<file path="config.mk">
export PLATFORM = sky130hd
export DESIGN_NAME = seg_sequencer
export DESIGN_NICKNAME = d
export VERILOG_FILES = /design/src/inc/seq_pkg.sv /design/src/hdl/seg_sequencer.sv
export SDC_FILE = /design/constraint.sdc
export NUM_CORES = 1
export LEC_CHECK = 0
export BUFFER_PORTS_ARGS = -buffer_cell sky130_fd_sc_hd__buf_2
export CORE_AREA = 2 2 189 191
export CTS_CLUSTER_SIZE = 20
export DETAILED_ROUTE_END_ITERATION = 12
export DIE_AREA = 0 0 191 193
export PLACE_DENSITY = 0.72
export RECOVER_POWER = 100
export REMOVE_ABC_BUFFERS = 1
export SLEW_MARGIN = 20
export SYNTH_ARGS = -nofsm -noshare
export SYNTH_HDL_FRONTEND = slang
export SYNTH_SLANG_ARGS = --single-unit
</file>
<file path="constraint.sdc">
create_clock -name pclk -period 6.7 [get_ports pclk]
set_input_delay 0 -clock pclk [delete_from_list [all_inputs] [get_ports pclk]]
set_output_delay 0 -clock pclk [all_outputs]
set_load 0.005 [all_outputs]
</file>
<file path="src/inc/seq_pkg.sv">
// constants, register map and carrier types of the segment sequencer
package seq_pkg;
    localparam int          NSEG        = 4;
    localparam int          MIN_SEGS    = 2;
    localparam int          AW          = 16;
    localparam int          CW          = 16;
    localparam int          SW          = 14;
    // register map
    localparam logic [7:0]  CTRL_OFS    = 8'h00;
    localparam logic [7:0]  STAT_OFS    = 8'h04;
    localparam logic [1:0]  SEG_PAGE    = 2'h1;
    localparam int          PAGE_HI     = 7;
    localparam int          PAGE_LO     = 6;
    localparam int          SEL_HI      = 5;
    localparam int          SEL_LO      = 4;
    localparam int          REG_HI      = 3;
    localparam int          REG_LO      = 2;
    localparam logic [1:0]  R_CFG       = 2'h0;
    localparam logic [1:0]  R_START     = 2'h1;
    localparam logic [1:0]  R_STOP      = 2'h2;
    localparam logic [1:0]  R_COUNT     = 2'h3;
    // control bits
    localparam int          C_RUN       = 0;
    localparam int          C_TSTART    = 1;
    localparam int          C_SWEEP     = 2;
    localparam int          C_GATE      = 3;
    localparam int          C_MANUAL    = 4;
    localparam int          C_NEG       = 5;
    localparam logic [15:0] CNT_RESET   = 16'h0001;
    localparam logic [15:0] CNT_ZERO    = 16'h0000;
    localparam logic [15:0] ADDR_ZERO   = 16'h0000;
    localparam logic [15:0] STOP_RESET  = 16'h0001;

    typedef enum logic [1:0]
    {
        ADV_COUNT   = 2'h0,
        ADV_TRIG    = 2'h1,
        ADV_CNTTRIG = 2'h2
    } adv_mode_t;

    // gray along idle -> arm -> play -> hold
    typedef enum logic [1:0]
    {
        ST_IDLE = 2'h0,
        ST_ARM  = 2'h1,
        ST_PLAY = 2'h3,
        ST_HOLD = 2'h2
    } seq_state_t;

    typedef struct packed
    {
        logic       async_adv;
        logic       level_qual;
        adv_mode_t  mode;
        logic       std_src;
        logic       defined;
    } seg_cfg_t;

    localparam seg_cfg_t CFG_RESET = '0;

    typedef struct packed
    {
        logic          rd;
        logic [AW-1:0] addr;
    } mem_req_t;
endpackage

</file>
<file path="src/hdl/seg_sequencer.sv">
// arbitrary waveform segment sequencer with apb register access
// Notes on behaviour
// - only arbitrary waveforms, standard sources refused
// - play first to last; first even, below last
// - last address odd, above first; else refused
// - count mode repeats 1..65535 times, then advances
// - trigger mode advances on qualified trigger
// - count plus trigger; hold last sample meanwhile
// - early trigger edge remembered until segment end
// - level trigger must stay true to end
// - sync timing finishes current cycle first
// - async timing switches at once
// - deleted segment skipped, others keep positions
// - two to four segments, ascending order
// - continuous or triggered start; sweep, gate only while stopped
//
// Design decisions made here: the placing of the registers and the APB slave port.
`timescale 1ns/1ps
module seg_sequencer
    import seq_pkg::*;
#(
    parameter int SAMPLE_W = seq_pkg::SW
)
(
    input  wire logic                pclk,
    input  wire logic                presetn,
    input  wire logic                psel,
    input  wire logic                penable,
    input  wire logic                pwrite,
    input  wire logic [7:0]          paddr,
    input  wire logic [31:0]         pwdata,
    output logic                     pready,
    output logic [31:0]              prdata,
    output logic                     pslverr,
    input  wire logic                trig_pin,
    output seq_pkg::mem_req_t        mem_req,
    input  wire logic [SAMPLE_W-1:0] mem_data,
    output logic [SAMPLE_W-1:0]      sample,
    output logic                     sweep_en,
    output logic                     gate_en
);
    import seq_pkg::*;

    seg_cfg_t            cfg_q   [NSEG];
    logic [AW-1:0]       start_q [NSEG];
    logic [AW-1:0]       stop_q  [NSEG];
    logic [CW-1:0]       cnt_q   [NSEG];
    seq_state_t          st_q;
    logic [1:0]          seg_q;
    logic [CW-1:0]       loops_q;
    mem_req_t            mem_req_q;
    logic                rd_d1_q;
    logic [SAMPLE_W-1:0] sample_q;
    logic                pready_q;
    logic                pslverr_q;
    logic [31:0]         prdata_q;
    logic                tstart_q;
    logic                sweep_q;
    logic                gate_q;
    logic                neg_q;
    logic                lat_q;
    logic                sync1_q;
    logic                sync2_q;
    logic                lvl_prev_q;
    logic                man_q;

    // next defined segment after cur, ascending with wrap
    function automatic logic [1:0] next_seg(input logic [1:0] cur, input logic [NSEG-1:0] m);
        logic [1:0] r;
        logic [1:0] k;
        r = cur;
        for (int i = NSEG; i >= 1; i--)
        begin
            k = cur + 2'(i);
            if (m[k])
                r = k;
        end
        return r;
    endfunction

    // ---------------- apb decode ----------------
    logic             setup;
    logic             acc;
    logic             is_seg;
    logic [1:0]       sel;
    logic [1:0]       rsel;
    logic             bad_w;
    logic             mapped;
    logic [31:0]      rd_val;
    logic [NSEG-1:0]  def_mask;
    logic             seq_ok;
    int               ndef;
    logic             running;
    seg_cfg_t         wcfg;

    assign setup   = psel && !penable;
    assign acc     = psel && penable && pready_q && !pslverr_q;
    assign is_seg  = paddr[PAGE_HI:PAGE_LO] == SEG_PAGE;
    assign sel     = paddr[SEL_HI:SEL_LO];
    assign rsel    = paddr[REG_HI:REG_LO];
    assign running = st_q != ST_IDLE;
    assign wcfg    = seg_cfg_t'(pwdata[$bits(seg_cfg_t)-1:0]);

    always_comb
    begin
        ndef   = 0;
        seq_ok = 1'b1;
        for (int i = 0; i < NSEG; i++)
        begin
            def_mask[i] = cfg_q[i].defined;
            if (cfg_q[i].defined)
            begin
                ndef = ndef + 1;
                if (start_q[i] >= stop_q[i])
                    seq_ok = 1'b0;
            end
        end
        if (ndef < MIN_SEGS)
            seq_ok = 1'b0;
    end

    always_comb
    begin
        mapped = is_seg || paddr == CTRL_OFS || paddr == STAT_OFS;
        bad_w  = 1'b0;
        rd_val = '0;
        if (paddr == CTRL_OFS)
        begin
            rd_val[C_RUN]    = running;
            rd_val[C_TSTART] = tstart_q;
            rd_val[C_SWEEP]  = sweep_q;
            rd_val[C_GATE]   = gate_q;
            rd_val[C_NEG]    = neg_q;
            // no sweep or gate while running; refused start
            if (pwdata[C_SWEEP] || pwdata[C_GATE])
                bad_w = running || pwdata[C_RUN];
            if (pwdata[C_RUN] && !running && !seq_ok)
                bad_w = 1'b1;
        end
        else if (paddr == STAT_OFS)
        begin
            rd_val[1:0] = st_q;
            rd_val[3:2] = seg_q;
            rd_val[4]   = lat_q;
            rd_val[5]   = seq_ok;
            bad_w       = 1'b1;
        end
        else if (is_seg)
        begin
            case (rsel)
                R_CFG:
                begin
                    rd_val[$bits(seg_cfg_t)-1:0] = cfg_q[sel];
                    bad_w = wcfg.std_src || wcfg.mode == 2'h3;
                end
                R_START:
                begin
                    rd_val[AW-1:0] = start_q[sel];
                    bad_w = pwdata[0];
                end
                R_STOP:
                begin
                    rd_val[AW-1:0] = stop_q[sel];
                    bad_w = !pwdata[0];
                end
                default:
                begin
                    rd_val[CW-1:0] = cnt_q[sel];
                    bad_w = pwdata[CW-1:0] == CNT_ZERO;
                end
            endcase
        end
    end

    // one access cycle, answer prepared at setup
    always_ff @(posedge pclk or negedge presetn)
    begin
        if (!presetn)
        begin
            pready_q  <= 1'b0;
            pslverr_q <= 1'b0;
            prdata_q  <= '0;
        end
        else
        begin
            pready_q  <= setup;
            pslverr_q <= setup && (!mapped || (pwrite && bad_w));
            prdata_q  <= (setup && !pwrite && mapped) ? rd_val : '0;
        end
    end

    logic wr;
    assign wr = acc && pwrite;

    always_ff @(posedge pclk or negedge presetn)
    begin
        if (!presetn)
        begin
            for (int i = 0; i < NSEG; i++)
            begin
                cfg_q[i]   <= CFG_RESET;
                start_q[i] <= ADDR_ZERO;
                stop_q[i]  <= STOP_RESET;
                cnt_q[i]   <= CNT_RESET;
            end
        end
        else if (wr && is_seg)
        begin
            case (rsel)
                R_CFG:   cfg_q[sel]   <= wcfg;
                R_START: start_q[sel] <= pwdata[AW-1:0];
                R_STOP:  stop_q[sel]  <= pwdata[AW-1:0];
                default: cnt_q[sel]   <= pwdata[CW-1:0];
            endcase
        end
    end

    always_ff @(posedge pclk or negedge presetn)
    begin
        if (!presetn)
        begin
            tstart_q <= 1'b0;
            sweep_q  <= 1'b0;
            gate_q   <= 1'b0;
            neg_q    <= 1'b0;
            man_q    <= 1'b0;
        end
        else
        begin
            man_q <= wr && paddr == CTRL_OFS && pwdata[C_MANUAL];
            if (wr && paddr == CTRL_OFS)
            begin
                tstart_q <= pwdata[C_TSTART];
                sweep_q  <= pwdata[C_SWEEP];
                gate_q   <= pwdata[C_GATE];
                neg_q    <= pwdata[C_NEG];
            end
        end
    end

    // ---------------- trigger qualification ----------------
    logic lvl;
    logic edge_ev;
    assign lvl     = sync2_q ^ neg_q;
    // edge taken from pin history, so a polarity change is no edge
    assign edge_ev = (neg_q ? (lvl_prev_q && !sync2_q) : (sync2_q && !lvl_prev_q)) || man_q;

    always_ff @(posedge pclk or negedge presetn)
    begin
        if (!presetn)
        begin
            sync1_q    <= 1'b0;
            sync2_q    <= 1'b0;
            lvl_prev_q <= 1'b0;
        end
        else
        begin
            sync1_q    <= trig_pin;
            sync2_q    <= sync1_q;
            lvl_prev_q <= sync2_q;
        end
    end

    seg_cfg_t cur;
    logic     cyc_end;
    logic     cnt_done;
    logic     trig_ok;
    logic     adv;
    logic     to_hold;
    logic [1:0] nxt;
    logic     go;
    logic     stop_cmd;

    assign cur      = cfg_q[seg_q];
    assign cyc_end  = st_q == ST_PLAY && mem_req_q.addr == stop_q[seg_q];
    assign cnt_done = loops_q == cnt_q[seg_q] - CNT_RESET;
    assign trig_ok  = cur.level_qual ? lvl : (lat_q || edge_ev);
    assign nxt      = next_seg(seg_q, def_mask);
    assign go       = wr && paddr == CTRL_OFS && pwdata[C_RUN] && !running;
    assign stop_cmd = wr && paddr == CTRL_OFS && !pwdata[C_RUN];

    always_comb
    begin
        adv     = 1'b0;
        to_hold = 1'b0;
        case (cur.mode)
            ADV_COUNT:
                adv = cyc_end && cnt_done;
            ADV_TRIG:
                if (cur.async_adv)
                    adv = st_q == ST_PLAY && trig_ok;
                else
                    adv = cyc_end && trig_ok;
            ADV_CNTTRIG:
            begin
                adv     = (cyc_end && cnt_done && trig_ok) || (st_q == ST_HOLD && trig_ok);
                to_hold = cyc_end && cnt_done && !trig_ok;
            end
            default:
                adv = 1'b0;
        endcase
    end

    // edge remembered; a new edge wins over the clear, the advancing edge is used up
    always_ff @(posedge pclk or negedge presetn)
    begin
        if (!presetn)
            lat_q <= 1'b0;
        else
            lat_q <= (lat_q && !adv && running)
                || (edge_ev && st_q != ST_IDLE && st_q != ST_ARM && !(adv && !lat_q));
    end

    // ---------------- sequence state machine ----------------
    always_ff @(posedge pclk or negedge presetn)
    begin
        if (!presetn)
        begin
            st_q      <= ST_IDLE;
            seg_q     <= 2'h0;
            loops_q   <= CNT_ZERO;
            mem_req_q <= '0;
        end
        else if (stop_cmd)
        begin
            st_q      <= ST_IDLE;
            mem_req_q <= '0;
        end
        else
        begin
            case (st_q)
                ST_IDLE:
                    if (go)
                    begin
                        seg_q <= next_seg(2'h3, def_mask);
                        st_q  <= pwdata[C_TSTART] ? ST_ARM : ST_PLAY;
                        loops_q        <= CNT_ZERO;
                        mem_req_q.rd   <= !pwdata[C_TSTART];
                        mem_req_q.addr <= start_q[next_seg(2'h3, def_mask)];
                    end
                ST_ARM:
                    if (edge_ev)
                    begin
                        st_q         <= ST_PLAY;
                        mem_req_q.rd <= 1'b1;
                    end
                default:
                    if (adv)
                    begin
                        // next defined segment, wrapping to the lowest
                        seg_q          <= nxt;
                        loops_q        <= CNT_ZERO;
                        st_q           <= ST_PLAY;
                        mem_req_q.rd   <= 1'b1;
                        mem_req_q.addr <= start_q[nxt];
                    end
                    else if (to_hold || st_q == ST_HOLD)
                    begin
                        st_q         <= ST_HOLD;
                        mem_req_q.rd <= 1'b0;
                    end
                    else if (cyc_end)
                    begin
                        loops_q        <= loops_q + CNT_RESET;
                        mem_req_q.addr <= start_q[seg_q];
                    end
                    else
                        mem_req_q.addr <= mem_req_q.addr + ADDR_ZERO[AW-1:0] + AW'(1);
            endcase
        end
    end

    // ---------------- sample path ----------------
    always_ff @(posedge pclk or negedge presetn)
    begin
        if (!presetn)
        begin
            rd_d1_q  <= 1'b0;
            sample_q <= '0;
        end
        else
        begin
            rd_d1_q <= mem_req_q.rd;
            if (rd_d1_q)
                sample_q <= mem_data;
        end
    end

    assign pready   = pready_q;
    assign pslverr  = pslverr_q;
    assign prdata   = prdata_q;
    assign mem_req  = mem_req_q;
    assign sample   = sample_q;
    assign sweep_en = sweep_q;
    assign gate_en  = gate_q;
endmodule

</file>
==> flow_metrics.tcl, run 1 <==
set metrics [dict create \
    synth-xor-area-share_pct 3.24 \
    nets 1779 \
    synthArstFlopShare_pct 100 \
    grt_antenna_before_repair 0 \
    synth_edf_count 0 \
    post-cts-setup-buffers 0 \
    grt_usage_pct 28.7 \
    drtPass1Iterations 5 \
    final_antenna_net_count 0 \
    drcViolationCount 0 \
    detail_route.iter0.violations 1497 \
    fin_skew_ns 0.0241 \
    die_w_um 191 \
    antenna_cells 0 \
    cp.required_ns 7.09 \
    clockBufferDepth 3 \
    start_kind "flip-flop" \
    ios 127 \
    status "complete, but fails checks" \
    instances_no_fill 2133 \
    start_util_pct 53.3 \
    postCtsHoldBufs 37 \
    syn_inst 1564 \
    area_delta_synth_final_pct 11.6 \
    clock.fmax_mhz 172 \
    htreeDepth 2 \
    synth_top_family_by_area "multiplexers" \
    place_hpwl_um 34100 \
    synth_area_um2 18700 \
    cpMostUsedCell "buf_4" \
    min_path_type "input pin to flip-flop" \
    drive_gt1_share_pct 31.9 \
    finalSetupTns_ns 0 \
    yosys_warnings 0 \
    p_leak_nw 9.56 \
    setup_violations 0 \
    hold_viol_final 0 \
    post-route-period-util_pct 86.9 \
    tightest_slew_ns 3.67 \
    wl_um 51900 \
    synth_compound_area_share_pct 7.21 \
    path_class "flip-flop to flip-flop" \
    synth-simple-area-share_pct 8.48 \
    drv_slew 338 \
    max-cap-violations 8 \
    avgRoutedWirePerCell_um 24.3 \
    numClockSinks 295 \
    cts_tree "done" \
    ir_drop_v 0.000236 \
    failed_checks "max-capacitance violations, max-slew violations" \
    cp_cell_sequence "buf_4, mux4_2, nor4_1, nand4_1, a2111o_1, o211ai_1, nor3b_1, and4_4, o22ai_1, buf_4, nand2_1, mux2_1" \
    place_inst 2037 \
    cts_buffers 34 \
    port_buffers 94 \
    vias_per_cell 6.38 \
    max_stage_delay_ns 0.99 \
    clkLatencyLatePin_ns 0.53 \
    crit_fanout 43 \
    ys.flop_type "dfrtp_1" \
    synth.distinct_cells 67 \
    seq_area_frac_synth_pct 39.6 \
    synthMuxAreaShare_pct 32.2 \
    crit_slowest_cell "dfrtp_4" \
    row_count 69 \
    power_density_nw_per_um2 275 \
    clock_tree.root_cell "clkbuf_16" \
    synthAdderAreaFrac_pct 4.70 \
    rsz0062_at_grt "false" \
    clkTransAtPathRegs_ns 0.06 \
    grt_pass1_wl_um 79700 \
    whs_ns 0.0707 \
    grt_max_degree 128 \
    die_h_um 193 \
    grt_pass1_vias 13500 \
    worst-path-buf-inv 2 \
    grt-ovfl-total 0 \
    cts-resized-gates 0 \
    core_area_um2 35000 \
    fp.dieArea_um2 36900 \
    gp_congestion 0.931 \
    num_vias 13600 \
    max_slew_margin_pct -144 \
    cp.arrival_ns 6.21 \
    crit_path_end_kind "flip-flop" \
    fin_crit_ns 5.82 \
    syn_avg_cell_area_um2 11.9 \
    critPathTopFamily "simple AND/OR/NAND/NOR gates" \
    ys_ff_latch 295 \
]
[state kept, by name, indices dropped and copies added, names as in the netlist, 2 cells and up]
name	count
cfg_q	24
cnt_q	64
st_q	2
mem_req	17
loops_q	16
sample	14
prdata	16
seg_q	2
start_q	64
stop_q	64
[cell usage after synthesis, types with 5 or more instances]
library cell	n	share of area, %
mux2_4	10	0.81
nor3_1	19	0.51
nor2b_1	12	0.40
ha_1	70	4.7
inv_1	75	1.5
nand3_1	18	0.48
and3_1	8	0.27
buf_4	20	0.81
mux4_2	127	15
a21o_1	33	1.3
mux2i_1	33	1.8
a21oi_1	56	1.5
buf_2	13	0.35
clkbuf_1	77	1.5
a31oi_1	5	0.17
nor2_1	113	2.3
a211oi_1	24	0.97
nand2b_1	9	0.30
nor4_1	10	0.34
nand2_1	72	1.4
dfstp_2	8	1.1
buf_1	5	0.10
or3_1	6	0.20
mux2_2	236	14
and2_1	5	0.17
dfrtp_1	287	39
o22ai_1	14	0.47
o21ai_1	6	0.16
xnor2_1	43	2.0
xor2_1	26	1.2
nand4_1	25	0.84
o21ai_0	37	0.99
[where the power goes]
group | switching [mW] | total, mW | internal, mW
Sequential | 0.289 | 2.21 | 1.92
Clock | 0.749 | 1.95 | 1.20
Combinational | 0.802 | 1.57 | 0.766
Total | 1.84 | 5.72 | 3.88
[logic make-up (layout without fill, tap and decap cells)]
family                   count (synthesis)  in the layout
AO/OA/AOI/OAI                          209            209
XOR/XNOR                                69             69
adder cells (fa/ha/maj)                 70             70
buffers and inverters                  194            287
flip-flops                             295            295
multiplexers                           406            406
other                                    1             16
AND/OR/NAND/NOR                        320            320
[tightest hold or removal path, cell delays in order]
cell     delay [ns]
buf_2          0.12
nor2b_1        0.16
a32oi_1        0.20
nor2b_1        0.06
[cells in the final DEF, fill, tap and decap left out, types with 6 or more instances in the layout]
master / n
xnor2_1: 43
nor3_1: 17
nand4_1: 25
mux2i_1: 33
nor2b_1: 12
nand3_1: 18
or3_1: 6
dfrtp_1: 285
dlygate4sd3_1: 37
nand2b_1: 9
inv_1: 75
mux4_2: 127
a21o_1: 33
o22ai_1: 15
clkbuf_8: 8
clkinv_2: 6
and3_1: 8
clkbuf_1: 34
ha_1: 70
xor2_1: 26
mux2_2: 236
buf_4: 16
a21oi_1: 55
nand2_1: 73
nor4_1: 11
a211oi_1: 24
o21ai_0: 38
clkbuf_16: 35
mux2_1: 9
nor2_1: 113
buf_2: 67
dfstp_2: 8
conb_1: 16
[area by class of cell]
cell class | count | area [um^2]
Timing Repair Buffer | 153 | 962
Inverter | 75 | 282
Multi-Input combinational cell | 1090 | 10400
Tap cell | 461 | 577
Sequential cell | 295 | 7400
Clock inverter | 13 | 174
Clock buffer | 46 | 997
Fill cell | 2836 | 14100
[stage by stage]
| stage | total power, mW | setup WS, ns | util, % | instance area [um^2] |
|---|---|---|---|---|
| 6_report | 5.72 | 0.879 | 59.5 | 20800 |
| 5_1_grt | 5.97 | 0.622 | 59.5 | 20800 |
| 4_1_cts | 5.81 | 1.55 | 59.9 | 21000 |
| 3_5_place_dp | 3.84 | 1.57 | 55.5 | 19400 |
| 3_3_place_gp | 3.81 | 1.69 | 55.5 | 19400 |
| 2_1_floorplan | 3.27 | 1.12 | - | 18100 |
[routing by layer]
metal | GRT usage [%] | wire (um) | part of all wire, % | up-vias
met4 | 13.6 | 2410 | 4.6 | 0
met1 | 39.4 | 21300 | 41 | 6892
met5 | 0 | 0 | 0 | -
met2 | 45.3 | 24100 | 47 | 643
li1 | - | - | - | 5916
met3 | 4.09 | 4020 | 7.7 | 154
[worst paths after layout]
check,from,endpoint,slack [ns],cells past startpoint
setup reg to reg,seg_q[0],mem_req[5],0.88,12
min in group asynchronous,presetn,cnt_q[25],0.09,2
hold reg to reg,sync1_q,sync2_q,0.36,0
setup / recovery,seg_q[0],mem_req[5],0.88,12
max in group asynchronous,presetn,start_q[2],2.81,3
hold / removal,paddr[7],prdata[4],0.07,4
No activity file was read; power rests on OpenSTA's default activity.
==> run 2, diff against run 1 <==
--- a/config.mk
+++ b/config.mk
@@ -6,11 +6,10 @@
 export NUM_CORES = 1
 export LEC_CHECK = 0
 export BUFFER_PORTS_ARGS = -buffer_cell sky130_fd_sc_hd__buf_2
-export CORE_AREA = 2 2 189 191
+export CORE_AREA = 2 2 277 279
 export CTS_CLUSTER_SIZE = 20
 export DETAILED_ROUTE_END_ITERATION = 12
-export DIE_AREA = 0 0 191 193
-export PLACE_DENSITY = 0.72
+export DIE_AREA = 0 0 279 281
 export RECOVER_POWER = 100
 export REMOVE_ABC_BUFFERS = 1
 export SLEW_MARGIN = 20
==> run 2 against run 1 <==
  * The run still ends with max-capacitance violations, max-slew violations left
  * Global-route usage decreased by 14 points
  * Critical path depth unchanged
  * Final cell count increased by 25%
  * Highest routed layer is now met5
  * Worst hold slack improved by 0.031 ns
  * Sequential share of layout area decreased by 1.3 points
  * Wire length increased by 12%
  * Die area increased by 110%
  * Largest cell class unchanged
  * Utilization decreased by 31 points
  * Setup slack improved by 0.26 ns
  * Clock power increased by 5%
==> flow_metrics.tcl, run 2 (same netlist as run 1, synthesis figures left out) <==
set metrics [dict create \
    num_vias 13600 \
    layout_commonest_cell "dfrtp_1" \
    detail_route.iter0.violations 1095 \
    cp.arrival_ns 5.99 \
    grt-ovfl-total 0 \
    die_w_um 279 \
    crit_path_end_kind "flip-flop" \
    gp_congestion 0.884 \
    grt_max_degree 168 \
    power_density_nw_per_um2 272 \
    nets 1795 \
    internal_power_mw 3.93 \
    setup_violations 0 \
    antenna_cells 0 \
    clockBufferDepth 3 \
    clock.fmax_mhz 180 \
    cp_cell_sequence "clkbuf_1, mux4_2, nor4_1, nand4_1, a2111o_1, o211ai_1, nor3b_1, and4_4, o22ai_1, buf_4, nand2_4, mux2_1" \
    setup.worst_path.start "seg_q[0]" \
    tightest_slew_ns 3.04 \
    cts_buffers 36 \
    final_cell_area_um2 21600 \
    clkLatencyLatePin_ns 0.56 \
    max-cap-violations 8 \
    area_delta_synth_final_pct 15.9 \
    drv_slew 197 \
    rsz0062_at_grt "false" \
    drtPass1Iterations 5 \
    min_from "trig_pin" \
    avgRoutedWirePerCell_um 21.7 \
    grt_antenna_before_repair 2 \
    die_h_um 281 \
    fin_crit_ns 5.56 \
    core_area_um2 75400 \
    finalSetupTns_ns 0 \
    clkTransAtPathRegs_ns 0.06 \
    num-fill-cells 7694 \
    min_path_type "input pin to flip-flop" \
    max_slew_margin_pct -103 \
    cts-resized-gates 0 \
    fp.dieArea_um2 78400 \
    htreeDepth 2 \
    vias_per_cell 5.08 \
    numClockSinks 295 \
    port_buffers 94 \
    crit_fanout 39 \
    mostFrequentLayoutCells "285 x dfrtp_1, 236 x mux2_2, 127 x mux4_2, 112 x nor2_1, 75 x inv_1" \
    power_switching_mw 1.96 \
    grt_pass1_vias 13900 \
    drcViolationCount 0 \
    grt_pass1_wl_um 88600 \
    total_power_mw 5.89 \
    post-route-period-util_pct 83.0 \
    cts_tree "done" \
    r2r-start "seg_q[0]" \
    status "complete, but fails checks" \
    whs_ns 0.102 \
    final_antenna_net_count 0 \
    worst-path-buf-inv 2 \
    start_kind "flip-flop" \
    p_comb_share_pct 27.8 \
    failed_checks "max-capacitance violations, max-slew violations" \
    reg_top3 "cnt_q (64), start_q (64), stop_q (64)" \
    ir_drop_v 0.000137 \
    crit_slowest_cell "dfrtp_4" \
    drive_gt1_share_pct 31.8 \
    row_count 101 \
    wl_um 57900 \
    clock_tree.root_cell "clkbuf_16" \
    grt_usage_pct 14.8 \
    power_frac_seq_pct 37.5 \
    post_dp_cell_area_um2 20100 \
    cp.required_ns 7.13 \
    place_hpwl_um 39100 \
    hold_viol_final 0 \
    p_clk_share_pct 34.7 \
    start_util_pct 24.7 \
    max_stage_delay_ns 0.94 \
    path_class "flip-flop to flip-flop" \
    netSwitchingFraction_pct 33.3 \
    ios 127 \
    p_leak_nw 9.63 \
    critPathTopFamily "simple AND/OR/NAND/NOR gates" \
    fin_skew_ns 0.0160 \
]
==> run 2: final cells by class <==
type	instances	area, um^2	share of cell area [%]
Timing Repair Buffer	167	1050	4.87
Tap cell	978	1220	5.66
Clock buffer	48	1060	4.89
Multi-Input combinational cell	1090	10400	48.3
Sequential cell	295	7400	34.2
Clock inverter	16	171	0.793
Inverter	75	282	1.30
==> run 2: worst paths after layout <==
kind	endpoint	slack [ns]	cells after the start
worst max-delay path	mem_req[13]	1.14	12
worst min-delay path	sync1_q	0.10	2
worst max register to register	mem_req[13]	1.14	12
worst min register to register	sync2_q	0.36	0
max in group asynchronous	loops_q[2]	2.98	4
min in group asynchronous	loops_q[6]	0.70	3
==> run 2: through the flow <==
stage	std cells	setup slack [ns]	util (%)
after floorplan	1460	1.12	-
after global placement	2562	1.88	26.7
after detailed placement	2562	1.77	26.7
after CTS	2669	1.76	28.9
after global routing	2669	0.756	28.7
final	2669	1.14	28.7
==> run 2: metal layers <==
| metal | GRT usage (%) | vias to the layer above | part of all wire (%) |
|---|---|---|---|
| li1 | - | 5957 | - |
| met1 | 19.3 | 6992 | 42 |
| met2 | 23.3 | 493 | 46 |
| met3 | 3.58 | 121 | 7.5 |
| met4 | 6.70 | 4 | 4.2 |
| met5 | 0 | - | 0.045 |
==> run 2: power groups by stage <==
stage	Clock [mW]	Sequential (mW)	Combinational [mW]
2_1_floorplan	0	2.20	1.07
3_3_place_gp	0	2.23	1.66
3_5_place_dp	0	2.24	1.68
4_1_cts	2.10	2.21	1.71
5_1_grt	2.16	2.24	1.78
6_report	2.04	2.21	1.64
==> run 2: worst register-to-register path, cell delays in order (launching register included) <==
cell and delay [ns]:
dfrtp_4 0.94, clkbuf_1 0.84, mux4_2 0.70, nor4_1 0.49
nand4_1 0.26, a2111o_1 0.34, o211ai_1 0.21, nor3b_1 0.12
and4_4 0.21, o22ai_1 0.16, buf_4 0.43, nand2_4 0.33
mux2_1 0.41
==> run 2: timing repair <==
item                       4_1_cts  5_1_grt
hold endpoints to repair       194        0
setup endpoints to repair        0        0
hold buffers                    43        0
buffers inserted                 0        0
==> run 3, diff against run 2 <==
==> constraint.sdc (replaced) <==
create_clock -name pclk -period 4.95 [get_ports pclk]
set_input_delay 0 -clock pclk [delete_from_list [all_inputs] [get_ports pclk]]
set_output_delay 0 -clock pclk [all_outputs]
set_load 0.005 [all_outputs]
==> run 3 against run 2 <==
  * The run still ends with max-capacitance violations, max-slew violations left
  * Final cell count is essentially flat
  * Worst hold slack worse by 0.032 ns
  * Sequential power rose by 34%
  * Critical path type unchanged
==> flow_metrics.tcl, run 3 (same netlist as run 1, synthesis figures left out) <==
set metrics [dict create \
    status "complete, but fails checks" \
    failed_checks "max-capacitance violations, max-slew violations" \
    drcViolationCount 0 \
    cp_cell_sequence "buf_4, mux4_2, xnor2_1, nand4_1, nor4_1, clkbuf_1, nand3_1, nor2b_1, and4_4, o22ai_2, buf_4, mux2i_1, a211oi_1, mux2_1" \
    crit_path_end_kind "flip-flop" \
    path_class "flip-flop to flip-flop" \
    wl_um 58800 \
    drtPass1Iterations 5 \
    grt_antenna_before_repair 4 \
    fin_crit_ns 4.72 \
    final_antenna_net_count 0 \
    place_inst 2564 \
    max-cap-violations 9 \
    cp.required_ns 5.39 \
    grt_usage_pct 14.9 \
    die_w_um 279 \
    avgRoutedWirePerCell_um 22.0 \
    die_h_um 281 \
    worst-path-buf-inv 3 \
    hold_viol_final 0 \
    power_density_nw_per_um2 374 \
    fin_skew_ns 0.0171 \
    grt-ovfl-total 0 \
    start_kind "flip-flop" \
    cpMostUsedCell "buf_4" \
    post-cts-setup-buffers 0 \
    core_area_um2 75400 \
    max_stage_delay_ns 0.82 \
    num_vias 13600 \
    ir_drop_v 0.000167 \
    tightest_slew_ns 2.57 \
    layout_commonest_cell "dfrtp_1" \
    post-route-period-util_pct 95.3 \
    num-fill-cells 7666 \
    place_hpwl_um 39600 \
    gp_congestion 0.891 \
    grt_pass1_wl_um 89000 \
    clkTransAtPathRegs_ns 0.06 \
    cts-resized-gates 0 \
    cts_buffers 36 \
    numClockSinks 295 \
    postCtsHoldBufs 39 \
    seq_area_um2 7400 \
    port_buffers 94 \
    instances_no_fill 2668 \
    start_util_pct 24.7 \
    nets 1793 \
    grt_max_degree 97 \
    max_slew_margin_pct -71.1 \
    drive_gt1_share_pct 31.8 \
    area_delta_synth_final_pct 16.1 \
    row_count 101 \
    min_path_type "input pin to flip-flop" \
    clkLatencyLatePin_ns 0.56 \
    vias_per_cell 5.11 \
    mostFrequentLayoutCells "285 x dfrtp_1, 236 x mux2_2, 127 x mux4_2, 113 x nor2_1, 75 x inv_1" \
    detail_route.iter0.violations 1180 \
    multi_input_area_um2 10500 \
    critPathTopFamily "simple AND/OR/NAND/NOR gates" \
    cts_tree "done" \
    crit_slowest_cell "dfrtp_4" \
    finalSetupTns_ns 0 \
    cp.arrival_ns 5.15 \
    clockBufferDepth 3 \
    p_leak_nw 9.64 \
    setup_violations 0 \
    fp.dieArea_um2 78400 \
    clock.fmax_mhz 212 \
    reg_top3 "cnt_q (64), start_q (64), stop_q (64)" \
    ios 127 \
    rsz0062_at_grt "false" \
    htreeDepth 2 \
    grt_pass1_vias 14100 \
    crit_fanout 24 \
    clock_tree.root_cell "clkbuf_16" \
    drv_slew 336 \
]
==> run 3: final cells by class <==
type	count	area share, %
Multi-Input combinational cell	1090	48.3
Sequential cell	295	34.2
Tap cell	978	5.65
Timing Repair Buffer	165	4.90
Clock buffer	51	4.61
Inverter	75	1.30
Clock inverter	13	1.04
Antenna cell	1	0.0116
==> run 3: worst paths after layout <==
kind | start | to | slack, ns | cells after the start
worst max-delay path | seg_q[0] | mem_req[12] | 0.23 | 14
worst min-delay path | psel | prdata[4] | 0.07 | 4
worst max register to register | seg_q[0] | mem_req[12] | 0.23 | 14
worst min register to register | sync1_q | sync2_q | 0.35 | 0
max in group asynchronous | presetn | start_q[44] | 1.49 | 3
min in group asynchronous | presetn | prdata[9] | 0.78 | 2
==> run 3: power breakdown <==
group	leakage (nW)	total, mW	switching, mW	internal [mW]
Sequential	3.88	2.96	0.359	2.60
Clock	0.594	2.82	1.10	1.72
Combinational	5.17	2.31	1.22	1.10
Total	9.64	8.09	2.67	5.42
==> run 3: through the flow <==
step                hold WS [ns]  worst slack [ns]  power (mW)  cell area, um^2  util, %
global route              0.0729            0.0489        8.45            21700     28.7
detailed placement        0.0938             0.371        5.35            20200     26.7
global placement          0.0724             0.386        5.32            20200     26.7
CTS                       0.0230             0.346        8.23            21800     28.9
floorplan                 -0.296            -0.629        4.42            18100        -
finish                    0.0698             0.233        8.09            21700     28.7
==> run 3: worst register-to-register path, stage by stage, from the launching register on <==
cell      delay, ns
dfrtp_4        0.82
buf_4          0.49
mux4_2         0.40
xnor2_1        0.28
nand4_1        0.22
nor4_1         0.52
clkbuf_1       0.22
nand3_1        0.14
nor2b_1        0.21
and4_4         0.25
o22ai_2        0.13
buf_4          0.31
mux2i_1        0.21
a211oi_1       0.09
mux2_1         0.33
==> run 3: routing by layer <==
metal / track usage (%) / share of wire, %
met1: 19.5 / 42
met2: 24.3 / 47
met3: 2.98 / 7.0
met4: 6.01 / 3.8
met5: 0 / 0.044
